### config.mk
export PLATFORM = sky130hd
export DESIGN_NAME = spd_regs
export DESIGN_NICKNAME = d
export VERILOG_FILES = /design/src/hw/spd_pkg.sv /design/src/hw/spd_regs.sv /design/src/hw/spd_tick_div.sv
export SDC_FILE = /design/constraint.sdc
export NUM_CORES = 1
export LEC_CHECK = 0
export ABC_AREA = 0
export BUFFER_PORTS_ARGS = -buffer_cell sky130_fd_sc_hd__buf_2
export CORE_AREA = 3 3 125 127
export DETAILED_ROUTE_END_ITERATION = 6
export DIE_AREA = 0 0 128 130
export GPL_ROUTABILITY_DRIVEN = 1
export SYNTH_ARGS = -nofsm -noshare
export SYNTH_HDL_FRONTEND = slang
export SYNTH_SLANG_ARGS = --single-unit
### constraint.sdc
create_clock -name mclk -period 2.5 [get_ports mclk]
set_input_delay 0.25 -clock mclk [delete_from_list [all_inputs] [get_ports mclk]]
set_output_delay 0.25 -clock mclk [all_outputs]
set_load 0.01 [all_outputs]
### src/hw/spd_pkg.sv
// Purpose: shared constants for the segment panel driver register bank
// Assumes: APB with 32-bit data, one aligned word per register
// Notes:   registers are 16 bits wide; upper bus bits read as zero
package spd_pkg;

  // ----------------------------------------------------------------
  // register byte offsets
  // ----------------------------------------------------------------
  localparam logic [7:0] OFS_CLOCK_CONFIG = 8'h00;
  localparam logic [7:0] OFS_MODULE_CTRL  = 8'h04;
  localparam logic [7:0] OFS_TIMING_ONE   = 8'h08;
  localparam logic [7:0] OFS_TIMING_TWO   = 8'h0c;
  localparam logic [7:0] OFS_POWER_CTRL   = 8'h10;
  localparam logic [7:0] OFS_DISPLAY_CTRL = 8'h14;
  localparam logic [7:0] OFS_COMMON_DRIVE = 8'h18;
  localparam logic [7:0] OFS_IRQ_FLAGS    = 8'h1c;
  localparam logic [7:0] OFS_IRQ_ENABLES  = 8'h20;

  // ----------------------------------------------------------------
  // field positions
  // ----------------------------------------------------------------
  localparam int POS_DEBUG_RUN   = 8;
  localparam int POS_DIVIDER     = 4;
  localparam int POS_SOURCE      = 0;
  localparam int POS_DISCHARGE   = 1;
  localparam int POS_ENABLE      = 0;
  localparam int POS_FRAME_RATE  = 8;
  localparam int POS_DUTY        = 0;
  localparam int POS_WAVEFORM    = 15;
  localparam int POS_BOOST_CLK   = 8;
  localparam int POS_INV_LINES   = 0;
  localparam int POS_SUPPLY_MODE = 15;
  localparam int POS_RESISTOR    = 13;
  localparam int POS_CONTRAST    = 8;
  localparam int POS_BOOSTER_ON  = 4;
  localparam int POS_BIAS        = 3;
  localparam int POS_HEAVY_LOAD  = 2;
  localparam int POS_REG_OUTPUT  = 1;
  localparam int POS_REG_ON      = 0;
  localparam int POS_SEG_ORDER   = 6;
  localparam int POS_COM_ORDER   = 5;
  localparam int POS_INVERSION   = 4;
  localparam int POS_AREA        = 2;
  localparam int POS_DISP_MODE   = 0;
  localparam int POS_FRAME_FLAG  = 0;

  // ----------------------------------------------------------------
  // values after reset
  // ----------------------------------------------------------------
  localparam logic       RST_DEBUG_RUN   = 1'b1;
  localparam logic [2:0] RST_DIVIDER     = 3'h0;
  localparam logic [1:0] RST_SOURCE      = 2'h0;
  localparam logic [3:0] RST_FRAME_RATE  = 4'h3;
  localparam logic [2:0] RST_DUTY        = 3'h7;
  localparam logic [1:0] RST_BOOST_CLK   = 2'h1;
  localparam logic       RST_SUPPLY_MODE = 1'b1;
  localparam logic       RST_BIAS        = 1'b1;
  localparam logic [7:0] RST_COM_DRIVE   = 8'hff;

  // ----------------------------------------------------------------
  // clock sources and divider codes
  // ----------------------------------------------------------------
  typedef enum logic [1:0] {
    SRC_INTERNAL   = 2'b00,
    SRC_LOW_SPEED  = 2'b01,
    SRC_HIGH_SPEED = 2'b10,
    SRC_EXTERNAL   = 2'b11
  } spd_source_type;

  localparam logic [2:0] DIV_BYPASS   = 3'h7;  // 1/1, slow sources only
  localparam logic [3:0] DIV_BASE_LOG = 4'h4;  // code 0 divides by 16
  localparam logic [1:0] DISP_OFF     = 2'h0;

endpackage

### src/hw/spd_regs.sv
// Purpose: control and status register bank of a segment panel driver
// Assumes: APB slave, zero wait states; frame_event from same clock
// Notes:   operating clock is modelled as an enable tick off mclk
//
// Overview of operation
// - source select picks one of four clocks; unsupported sources cannot be chosen
// - fast sources divide 1/16..1/1024 by codes 0-6; slow sources need code 7
// - clock configuration accepts writes only while the module is disabled
// - without debug run the operating clock stops in debug mode
// - display off: discharge on drives pins low, otherwise pins float
// - module enable starts the operating clock; clears to stop; resets to 0
// - disabling while displaying turns display and regulator off
// - frame rate field bits 11-8 of timing one, reset 0x3
// - duty field bits 2-0 of timing one, reset 0x7
// - waveform select bit 15 of timing two: 1 waveform A, reset 0
// - booster clock is operating clock over 4, 16, 32 or 64; reset code 1
// - supply mode 1 external, 0 internal generation; resets to 1
// - divider resistor select: 0 unused, 1 smallest, 3 largest
// - contrast 0x00 lightest to 0x1f darkest, reset 0x00
// - booster on and regulator on bits, both reset to 0
// - bias select 1 third, 0 half, reset 1; heavy load protect bit
// - regulator output 1 second reference; software keeps 0 in external mode
// - segment and common order 1 normal, reset 1; common order kept for duty 4-6
// - inversion, display area and display mode fields
// - eight common partial drive bits, 1 normal, reset to 1
// - frame flag set by frame event while the module is enabled, cleared by writing 1; enable resets 0
// - interrupt request only while flag set and enable set
//
// The implementer's own choices: the APB interface to the registers and the address map.
`timescale 1ns/1ns
`default_nettype none
module spd_regs
  import spd_pkg::*;
#(
  parameter logic [3:0] SRC_SUPPORTED = 4'hf,  // one bit per clock source
  parameter int         DIV_CNT_W     = 10     // operating clock divider width
)(
  input  wire logic        mclk,                     // 250 MHz system clock
  input  wire logic        srst,                     // synchronous reset
  input  wire logic        psel,                     // apb select
  input  wire logic        penable,                  // apb access phase
  input  wire logic        pwrite,                   // apb direction
  input  wire logic [7:0]  paddr,                    // apb byte address
  input  wire logic [31:0] pwdata,                   // apb write data
  output logic [31:0]      prdata,                   // apb read data
  output logic             pready,                   // apb ready
  output logic             pslverr,                  // apb error
  input  wire logic        debug_mode,               // cpu in debug, async
  input  wire logic        frame_event,              // frame switch pulse
  output logic [1:0]       source_select,            // operating clock source
  output logic [2:0]       divider_select,           // divider code
  output logic             op_tick,                  // operating clock tick
  output logic             boost_tick,               // booster clock tick
  output logic [3:0]       frame_rate_setting,       // frame frequency
  output logic [2:0]       drive_duty_select,        // duty
  output logic             waveform_select,          // 1 waveform a
  output logic [2:0]       inverse_line_count,       // n-line inversion
  output logic             supply_mode_select,       // 1 external supply
  output logic [1:0]       divider_resistor_select,  // resistor value
  output logic [4:0]       contrast_level,           // contrast
  output logic             booster_on,               // booster enable
  output logic             bias_select,              // 1 third bias
  output logic             heavy_load_protect,       // regulator mode
  output logic             regulator_output_select,  // reference select
  output logic             regulator_on,             // regulator enable
  output logic             segment_order,            // 1 normal order
  output logic             common_order,             // 1 normal order
  output logic             display_inversion,        // 1 normal display
  output logic             display_area_select,      // ram area
  output logic [1:0]       display_on_off_mode,      // on/off and mode
  output logic [7:0]       common_partial_drive,     // per common enable
  output logic             pin_drive_low,            // seg/com forced low
  output logic             pin_hiz,                  // seg/com released
  output logic             irq                       // frame interrupt
);

  // ----------------------------------------------------------------
  // elaboration check
  // ----------------------------------------------------------------
  if (DIV_CNT_W < 10 || SRC_SUPPORTED == 4'h0)
  begin : g_chk
    $error("spd_regs: divider too narrow or no clock source");
  end

  // ----------------------------------------------------------------
  // state
  // ----------------------------------------------------------------
  typedef struct packed {
    logic        dbg_meta;
    logic        dbg_sync;
    logic [31:0] rdata;
    logic        debug_run;
    logic [2:0]  divider;
    logic [1:0]  source;
    logic        discharge;
    logic        enable;
    logic [3:0]  frame_rate;
    logic [2:0]  duty;
    logic        waveform;
    logic [1:0]  boost_clk;
    logic [2:0]  inv_lines;
    logic        supply_mode;
    logic [1:0]  resistor;
    logic [4:0]  contrast;
    logic        booster;
    logic        bias;
    logic        heavy_load;
    logic        reg_output;
    logic        reg_on;
    logic        seg_order;
    logic        com_order;
    logic        inversion;
    logic        area;
    logic [1:0]  disp_mode;
    logic [7:0]  com_drive;
    logic        frame_flag;
    logic        frame_ie;
  } spd_state_type;

  spd_state_type s_q;
  spd_state_type s_d;
  logic          wr_access;
  logic          rd_setup;
  logic          clk_run;
  logic [3:0]    op_shift;
  logic [3:0]    boost_shift;

  // ----------------------------------------------------------------
  // helpers
  // ----------------------------------------------------------------
  // legal source and divider pairs
  function automatic logic clk_ok(input logic [1:0] src, input logic [2:0] div);
    logic slow;
    slow = (src == SRC_LOW_SPEED) || (src == SRC_EXTERNAL);
    clk_ok = SRC_SUPPORTED[src] && (slow ? (div == DIV_BYPASS) : (div != DIV_BYPASS));
  endfunction

  // address decode
  function automatic logic is_mapped(input logic [7:0] a);
    case (a)
      OFS_CLOCK_CONFIG, OFS_MODULE_CTRL, OFS_TIMING_ONE, OFS_TIMING_TWO,
      OFS_POWER_CTRL, OFS_DISPLAY_CTRL, OFS_COMMON_DRIVE, OFS_IRQ_FLAGS,
      OFS_IRQ_ENABLES: is_mapped = 1'b1;
      default:         is_mapped = 1'b0;
    endcase
  endfunction

  // ----------------------------------------------------------------
  // bus handshake
  // ----------------------------------------------------------------
  // zero wait states keep the bus cost to one setup and one access
  assign pready    = 1'b1;
  assign pslverr   = psel && penable && !is_mapped(paddr);
  assign wr_access = psel && penable && pwrite && is_mapped(paddr);
  assign rd_setup  = psel && !penable && !pwrite;

  // ----------------------------------------------------------------
  // next state
  // ----------------------------------------------------------------
  always_comb
  begin
    s_d          = s_q;
    s_d.dbg_meta = debug_mode;
    s_d.dbg_sync = s_q.dbg_meta;

    // read data captured in setup, shown in access; reserved bits zero
    s_d.rdata = '0;
    if (rd_setup)
    begin
      case (paddr)
        OFS_CLOCK_CONFIG: s_d.rdata = {23'h0, s_q.debug_run, 1'b0, s_q.divider, 2'h0, s_q.source};
        OFS_MODULE_CTRL:  s_d.rdata = {30'h0, s_q.discharge, s_q.enable};
        OFS_TIMING_ONE:   s_d.rdata = {20'h0, s_q.frame_rate, 5'h0, s_q.duty};
        OFS_TIMING_TWO:   s_d.rdata = {16'h0, s_q.waveform, 5'h0, s_q.boost_clk, 5'h0, s_q.inv_lines};
        OFS_POWER_CTRL:   s_d.rdata = {16'h0, s_q.supply_mode, s_q.resistor, s_q.contrast, 3'h0,
                                       s_q.booster, s_q.bias, s_q.heavy_load, s_q.reg_output, s_q.reg_on};
        OFS_DISPLAY_CTRL: s_d.rdata = {25'h0, s_q.seg_order, s_q.com_order, s_q.inversion, 1'b0,
                                       s_q.area, s_q.disp_mode};
        OFS_COMMON_DRIVE: s_d.rdata = {24'h0, s_q.com_drive};
        OFS_IRQ_FLAGS:    s_d.rdata = {31'h0, s_q.frame_flag};
        OFS_IRQ_ENABLES:  s_d.rdata = {31'h0, s_q.frame_ie};
        default:          s_d.rdata = '0;
      endcase
    end

    if (wr_access)
    begin
      case (paddr)
        OFS_CLOCK_CONFIG:
        begin
          // locked while running; illegal pairs leave the old setting
          if (!s_q.enable && clk_ok(pwdata[POS_SOURCE +: 2], pwdata[POS_DIVIDER +: 3]))
          begin
            s_d.source    = pwdata[POS_SOURCE +: 2];
            s_d.divider   = pwdata[POS_DIVIDER +: 3];
            s_d.debug_run = pwdata[POS_DEBUG_RUN];
          end
        end
        OFS_MODULE_CTRL:
        begin
          s_d.discharge = pwdata[POS_DISCHARGE];
          s_d.enable    = pwdata[POS_ENABLE];
          if (s_q.enable && !pwdata[POS_ENABLE] && s_q.disp_mode != DISP_OFF)
          begin
            s_d.disp_mode = DISP_OFF;
            s_d.reg_on    = 1'b0;
          end
        end
        OFS_TIMING_ONE:
        begin
          s_d.frame_rate = pwdata[POS_FRAME_RATE +: 4];
          s_d.duty       = pwdata[POS_DUTY +: 3];
        end
        OFS_TIMING_TWO:
        begin
          s_d.waveform  = pwdata[POS_WAVEFORM];
          s_d.boost_clk = pwdata[POS_BOOST_CLK +: 2];
          s_d.inv_lines = pwdata[POS_INV_LINES +: 3];
        end
        OFS_POWER_CTRL:
        begin
          s_d.supply_mode = pwdata[POS_SUPPLY_MODE];
          s_d.resistor    = pwdata[POS_RESISTOR +: 2];
          s_d.contrast    = pwdata[POS_CONTRAST +: 5];
          s_d.booster     = pwdata[POS_BOOSTER_ON];
          s_d.bias        = pwdata[POS_BIAS];
          s_d.heavy_load  = pwdata[POS_HEAVY_LOAD];
          s_d.reg_output  = pwdata[POS_REG_OUTPUT];
          s_d.reg_on      = pwdata[POS_REG_ON];
        end
        OFS_DISPLAY_CTRL:
        begin
          s_d.seg_order = pwdata[POS_SEG_ORDER];
          s_d.com_order = pwdata[POS_COM_ORDER];
          s_d.inversion = pwdata[POS_INVERSION];
          s_d.area      = pwdata[POS_AREA];
          s_d.disp_mode = pwdata[POS_DISP_MODE +: 2];
        end
        OFS_COMMON_DRIVE: s_d.com_drive = pwdata[7:0];
        OFS_IRQ_FLAGS:
        begin
          if (pwdata[POS_FRAME_FLAG])
          begin
            s_d.frame_flag = 1'b0;
          end
        end
        OFS_IRQ_ENABLES:  s_d.frame_ie = pwdata[POS_FRAME_FLAG];
        default:          s_d.frame_ie = s_q.frame_ie;
      endcase
    end

    // event after the clear so a same-cycle frame is not lost
    if (frame_event && s_q.enable)
    begin
      s_d.frame_flag = 1'b1;
    end
  end

  // ----------------------------------------------------------------
  // state register
  // ----------------------------------------------------------------
  always_ff @(posedge mclk)
  begin
    if (srst)
    begin
      s_q             <= '0;
      s_q.debug_run   <= RST_DEBUG_RUN;
      s_q.divider     <= RST_DIVIDER;
      s_q.source      <= RST_SOURCE;
      s_q.frame_rate  <= RST_FRAME_RATE;
      s_q.duty        <= RST_DUTY;
      s_q.boost_clk   <= RST_BOOST_CLK;
      s_q.supply_mode <= RST_SUPPLY_MODE;
      s_q.bias        <= RST_BIAS;
      s_q.seg_order   <= 1'b1;
      s_q.com_order   <= 1'b1;
      s_q.inversion   <= 1'b1;
      s_q.com_drive   <= RST_COM_DRIVE;
    end
    else
    begin
      s_q <= s_d;
    end
  end

  // ----------------------------------------------------------------
  // operating and booster clock ticks
  // ----------------------------------------------------------------
  // debug hold uses the synchronised level only
  assign clk_run     = s_q.enable && !(s_q.dbg_sync && !s_q.debug_run);
  assign op_shift    = (s_q.divider == DIV_BYPASS) ? 4'h0 : (DIV_BASE_LOG + {1'b0, s_q.divider});
  assign boost_shift = (s_q.boost_clk == 2'h0) ? 4'h2 : (4'h3 + {2'h0, s_q.boost_clk});

  spd_tick_div #(
    .CNT_W    (DIV_CNT_W)
  ) u_op_div (
    .mclk     (mclk),
    .srst     (srst),
    .en       (clk_run),
    .tick_in  (1'b1),
    .shift    (op_shift),
    .tick_out (op_tick)
  );

  spd_tick_div #(
    .CNT_W    (6)
  ) u_boost_div (
    .mclk     (mclk),
    .srst     (srst),
    .en       (s_q.enable),
    .tick_in  (op_tick),
    .shift    (boost_shift),
    .tick_out (boost_tick)
  );

  // ----------------------------------------------------------------
  // outputs
  // ----------------------------------------------------------------
  assign prdata                  = s_q.rdata;
  assign source_select           = s_q.source;
  assign divider_select          = s_q.divider;
  assign frame_rate_setting      = s_q.frame_rate;
  assign drive_duty_select       = s_q.duty;
  assign waveform_select         = s_q.waveform;
  assign inverse_line_count      = s_q.inv_lines;
  assign supply_mode_select      = s_q.supply_mode;
  assign divider_resistor_select = s_q.resistor;
  assign contrast_level          = s_q.contrast;
  assign booster_on              = s_q.booster;
  assign bias_select             = s_q.bias;
  assign heavy_load_protect      = s_q.heavy_load;
  assign regulator_output_select = s_q.reg_output;
  assign regulator_on            = s_q.reg_on;
  assign segment_order           = s_q.seg_order;
  assign common_order            = s_q.com_order;
  assign display_inversion       = s_q.inversion;
  assign display_area_select     = s_q.area;
  assign display_on_off_mode     = s_q.disp_mode;
  assign common_partial_drive    = s_q.com_drive;
  // display off state of the seg/com pins
  assign pin_drive_low           = (s_q.disp_mode == DISP_OFF) && s_q.discharge;
  assign pin_hiz                 = (s_q.disp_mode == DISP_OFF) && !s_q.discharge;
  assign irq                     = s_q.frame_flag && s_q.frame_ie;

  // ----------------------------------------------------------------
  // assertions
  // ----------------------------------------------------------------
  property p_src_legal;
    @(posedge mclk) disable iff (srst) SRC_SUPPORTED[source_select] && clk_ok(source_select, divider_select);
  endproperty
  a_src_legal: assert property (p_src_legal) else $error("illegal clock source or divider");

  property p_clk_lock;
    @(posedge mclk) disable iff (srst) s_q.enable |=> $stable({s_q.source, s_q.divider, s_q.debug_run});
  endproperty
  a_clk_lock: assert property (p_clk_lock) else $error("clock config changed while enabled");

  property p_dbg_hold;
    @(posedge mclk) disable iff (srst) (s_q.dbg_sync && !s_q.debug_run) |=> !op_tick;
  endproperty
  a_dbg_hold: assert property (p_dbg_hold) else $error("operating tick during debug hold");

  property p_pins;
    @(posedge mclk) disable iff (srst)
      (display_on_off_mode == DISP_OFF) |-> (pin_drive_low != pin_hiz) && (pin_drive_low == s_q.discharge);
  endproperty
  a_pins: assert property (p_pins) else $error("pin state wrong in display off");

  property p_stop;
    @(posedge mclk) disable iff (srst) !s_q.enable |=> !op_tick;
  endproperty
  a_stop: assert property (p_stop) else $error("operating tick while disabled");

  property p_off_on_disable;
    @(posedge mclk) disable iff (srst)
      $fell(s_q.enable) && ($past(display_on_off_mode) != DISP_OFF) |-> (display_on_off_mode == DISP_OFF) && !regulator_on;
  endproperty
  a_off_on_disable: assert property (p_off_on_disable) else $error("display not off after disable");

  property p_boost_gap;
    @(posedge mclk) disable iff (srst) boost_tick |=> !boost_tick [*3];
  endproperty
  a_boost_gap: assert property (p_boost_gap) else $error("booster tick faster than quarter rate");

  property p_flag_set;
    @(posedge mclk) disable iff (srst) (frame_event && s_q.enable) |=> s_q.frame_flag;
  endproperty
  a_flag_set: assert property (p_flag_set) else $error("frame flag not set");

  property p_irq;
    @(posedge mclk) disable iff (srst) (s_q.frame_flag && s_q.frame_ie) ##1 s_q.frame_ie |-> $past(irq);
  endproperty
  a_irq: assert property (p_irq) else $error("interrupt missing while flag and enable set");

  property p_resv;
    @(posedge mclk) disable iff (srst) (psel && penable && !pwrite) |-> (prdata[31:16] == 16'h0000);
  endproperty
  a_resv: assert property (p_resv) else $error("reserved read bits not zero");

endmodule
`default_nettype wire

### src/hw/spd_tick_div.sv
// Purpose: divides a stream of enable ticks by a power of two
// Assumes: shift never exceeds CNT_W
// Notes:   output tick is registered; counter restarts when disabled
`timescale 1ns/1ns
`default_nettype none
module spd_tick_div
  import spd_pkg::*;
#(
  parameter int CNT_W = 10
)(
  input  wire logic       mclk,     // system clock
  input  wire logic       srst,     // synchronous reset
  input  wire logic       en,       // counting allowed
  input  wire logic       tick_in,  // input tick
  input  wire logic [3:0] shift,    // log2 of ratio
  output logic            tick_out  // divided tick, one cycle
);

  // ----------------------------------------------------------------
  // elaboration check
  // ----------------------------------------------------------------
  if (CNT_W < 1 || CNT_W > 15)
  begin : g_chk
    $error("spd_tick_div: CNT_W out of range");
  end

  typedef struct packed {
    logic [CNT_W-1:0] cnt;
    logic             tick;
  } spd_div_state_type;

  spd_div_state_type s_q;
  spd_div_state_type s_d;
  logic [CNT_W-1:0]  mask;

  // terminal count for the selected ratio
  assign mask = CNT_W'((16'h0001 << shift) - 16'h0001);

  // next state
  always_comb
  begin
    s_d = s_q;
    s_d.tick = 1'b0;
    if (!en)
    begin
      s_d.cnt = '0;  // restart so the first period is whole
    end
    else if (tick_in)
    begin
      if (s_q.cnt >= mask)
      begin
        s_d.cnt  = '0;
        s_d.tick = 1'b1;
      end
      else
      begin
        s_d.cnt = s_q.cnt + CNT_W'(1);
      end
    end
  end

  // state register
  always_ff @(posedge mclk)
  begin
    if (srst)
    begin
      s_q <= '0;
    end
    else
    begin
      s_q <= s_d;
    end
  end

  assign tick_out = s_q.tick;

endmodule
`default_nettype wire

==> impl_results.md <==
* Status: finished, final reports clean
* Unrepaired setup endpoints after global routing: false
* Critical-path top delay cell: a2111oi_1
* Initial core utilization at 0.318
* Vias per cell at a little under 5
* Root Buffer: clkbuf_16
* Gpl congestion at 0.814
* Global route hottest layer: met2
* Pint at between 2 and 2.5 mW
* Register area share after synthesis at 0.372
* Final ANT Viol Nets at 0
* Vias at around 3800
* GRT Total Usage at 0.145
* Pwr Density at 539 nW/um2
* Type of the worst min-delay path: primary input to register
* Critical path fanouts, max at 10
* IO Port Bufs at 95
* Average cell area after synthesis at 8.86 um2
* Leak at 2.32 nW
* Maxcap violations at 0
* Clk Latency, worst-skew pair at 0.34 ns
* Number of synthesis warnings at 0
* Total of fill cells in the finished design at 1494
* Hpwl dp at 9310 um
* TritonCTS clock tree: built
* Routed wire length at 12200 um
* N_diodes at 0
* GR Util met1 at 0.179
* Sw frac at 0.250
* FP Rows at 44
* Peak supply drop at 0.374 mV
* Post-Route Skew at 0.00698 ns
* CTS clk-pin slew, worst paths at 0.07 ns
* Met3 Track Usage GR at 0.0389
* DIE WIDTH at roughly 130 um
* IO Pins at roughly 130
* Post-synth cell types at 55
* Post-CTS Setup Inserts at 0
* # DRC at 0
* Max Freq at 458 MHz
* Cell total after placement at between 700 and 800
* CP peak stage delay at 0.53 ns
* Core Area at 14500 um2
* Initial antenna violation count at 0
* Sw Pwr at between 0.7 and 0.8 mW
* Crit path capture type: register
* Critical path class: register to register
* Final hold vios at 0
* Global-route wire length before repair at 18900 um
* Initial drt markers at 283
* Synth Instances at 522
* Worst-path cell chain: nand2_1 > xor2_1 > ha_1 > a2111oi_1 > o21ai_1 > nor3_1
* TritonRoute pass-1 iters at 4
* Total die area at 16600 um2
* CP top delay family: compound AO/OA/AOI/OAI gates
* Critical path arrival at 2.44 ns
* Total negative slack at 0 ns
* Worst-margin pin slew at 0.684 ns
* Fin crit share at 0.873
* Final nets at 634
* Tmin final at 2.18 ns
* Post-synth top flop: dfxtp_1
* CTS max path bufs at 2
* Buffers and inverters on the worst path at 0
* Sequential share of power at 0.488
* WL per Instance at roughly 16 um
* Share of post-route cells with drive strength above 1 at 0.242
* Post-synth EDFFs at 0
* Cts hold-fix bufs at 0
* Total grt overflow at 0
* Post-synth ARST share at 0
* Final setup fails at 0
* Clock power share at 0.455
* Clk sinks at 86
* Die Height at 130 um
* Slew margin rel. at 0.541
* Vias in the first global route at roughly 3600
* Worst setup SP type: register
* Synth Register Bits at 86
* CTS Buf Count at 9
* CTS resizes at 0
* Synthesized cell area at 4630 um2
* Met2 Use GR at 0.242
* Layout Area Growth over Synthesis at 12.6%
* Pin count of the biggest net entering global routing at 20
* Max-slew violations at 0
* Comb pwr share at 0.056
* CTS HTree Levels at 3
* WP data required at between 2 and 3 ns
* Final Non-Filler Cells at 758
-- placed cells by master, fill, tap and decap left out, drive strengths merged, types with 2 or more instances in the layout --
master and instances:
a22oi 5, nand4 9, clkbuf 9, and3 4, nand2b 3, nand2 52
dfxtp 86, nor3 16, conb 18, ha 18, nand4b 3, nand3b 5
mux2i 40, nand3 24, a32oi 4, a21o 2, xor2 10, nor3b 4
nor2b 8, nor4b 4, clkinvlp 2, clkinv 2, a22o 4, a21oi 13
a31o 2, or3 2, and2 7, o21ai 13, inv 12, mux4 2
nor2 50, or2 2, buf 110, xnor2 7, o211ai 6, nor4 3
-- worst paths after layout --
kind,cells past startpoint,endpoint,from,slack (ns)
worst min register to register,1,s_q[82]$_SDFF_PP0_,s_d[82]$_SDFF_PP0_,0.44
worst min-delay path,3,bias_select$_SDFFE_PP1P_,pwdata[3],0.14
worst max-delay path,6,u_op_div.s_q[9]$_SDFF_PP0_,divider_select[0]$_SDFFE_PP0P_,0.32
worst max register to register,6,u_op_div.s_q[9]$_SDFF_PP0_,divider_select[0]$_SDFFE_PP0P_,0.32
-- worst reg2reg max path, stage by stage, from the launching register on --
cell	delay [ns]
dfxtp_1	0.47
nand2_1	0.13
xor2_1	0.16
ha_1	0.19
a2111oi_1	0.53
o21ai_1	0.36
nor3_1	0.26
-- Yosys cell counts, types with 3 or more instances --
| master | n | area (um2) |
|---|---|---|
| and2_1 | 6 | 37.5 |
| inv_1 | 9 | 33.8 |
| clkbuf_1 | 17 | 63.8 |
| a32oi_1 | 4 | 35.0 |
| a21oi_1 | 13 | 65.1 |
| o21ai_0 | 12 | 60.1 |
| and3_1 | 4 | 25.0 |
| mux2i_1 | 40 | 400 |
| xor2_1 | 10 | 87.6 |
| nand4b_1 | 3 | 26.3 |
| nand2_1 | 51 | 191 |
| nor3_1 | 15 | 75.1 |
| buf_2 | 6 | 30.0 |
| dfxtp_1 | 86 | 1720 |
| a22oi_1 | 5 | 37.5 |
| ha_1 | 18 | 225 |
| nand3_1 | 24 | 120 |
| nor3b_1 | 4 | 30.0 |
| nor2_1 | 50 | 188 |
| o211ai_1 | 6 | 45.0 |
| nor2b_1 | 8 | 50.1 |
| nand4_1 | 9 | 56.3 |
| nand2b_1 | 3 | 18.8 |
| xnor2_1 | 7 | 61.3 |
| buf_4 | 65 | 488 |
| a22o_1 | 4 | 35.0 |
| nand3b_1 | 5 | 37.5 |
-- cell type report --
type                    instances  area (um2)  share of cell area
inverters                       9        33.8             0.00649
clock buffers                   9         225              0.0432
flip-flops and latches         86        1720               0.331
repair buffers                110         601               0.115
multi-input cells             353        2340               0.450
well taps                     184         230              0.0442
clock inverters                 7        55.1              0.0106
-- logic make-up (layout without fill, tap and decap cells) --
kind of cell    after synthesis  count (layout)  synth area share
fa+ha+maj                    18              18            0.0487
mux                          42              42            0.0963
simple gates                200             200             0.230
other cells                   2              18           0.00162
xor+xnor                     17              17            0.0322
flops                        86              86             0.372
buf+inv                      99             135             0.135
compound gates               58              58            0.0844
-- flip-flops by register name, indices dropped and copies added, names as in the netlist, 2 cells and up --
name,flops
display_on_off_mode,2
divider_select,3
inverse_line_count,3
common_partial_drive,8
s_q,8
prdata,16
u_op_div.s_q,10
contrast_level,5
drive_duty_select,3
u_boost_div.s_q,6
divider_resistor_select,2
frame_rate_setting,4
source_select,2
-- power by group through the flow --
stage	sequential, mW	combinational, mW	clock [mW]
6_report	1.37	0.158	1.28
5_1_grt	1.37	0.174	1.36
4_1_cts	1.37	0.157	1.30
3_5_place_dp	1.40	0.157	0
3_3_place_gp	1.40	0.155	0
2_1_floorplan	1.40	0.108	0
-- routing by layer --
layer | vias to the layer above | share of wire
met5 | - | 0
met4 | 0 | 0.020
met3 | 13 | 0.073
met2 | 125 | 0.49
met1 | 1787 | 0.42
li1 | 1838 | -
-- per-stage QoR --
step	cell area (um2)	total power [mW]	util	setup WS [ns]	hold WS, ns
after floorplan	4690	1.51	-	0.383	0.375
after global placement	4930	1.56	0.339	0.403	0.417
after detailed placement	4930	1.56	0.339	0.251	0.425
after CTS	5210	2.83	0.358	0.230	0.138
after global routing	5210	2.90	0.358	0.0558	0.137
final	5210	2.81	0.358	0.316	0.144
(Power assumes the default switching activity.)
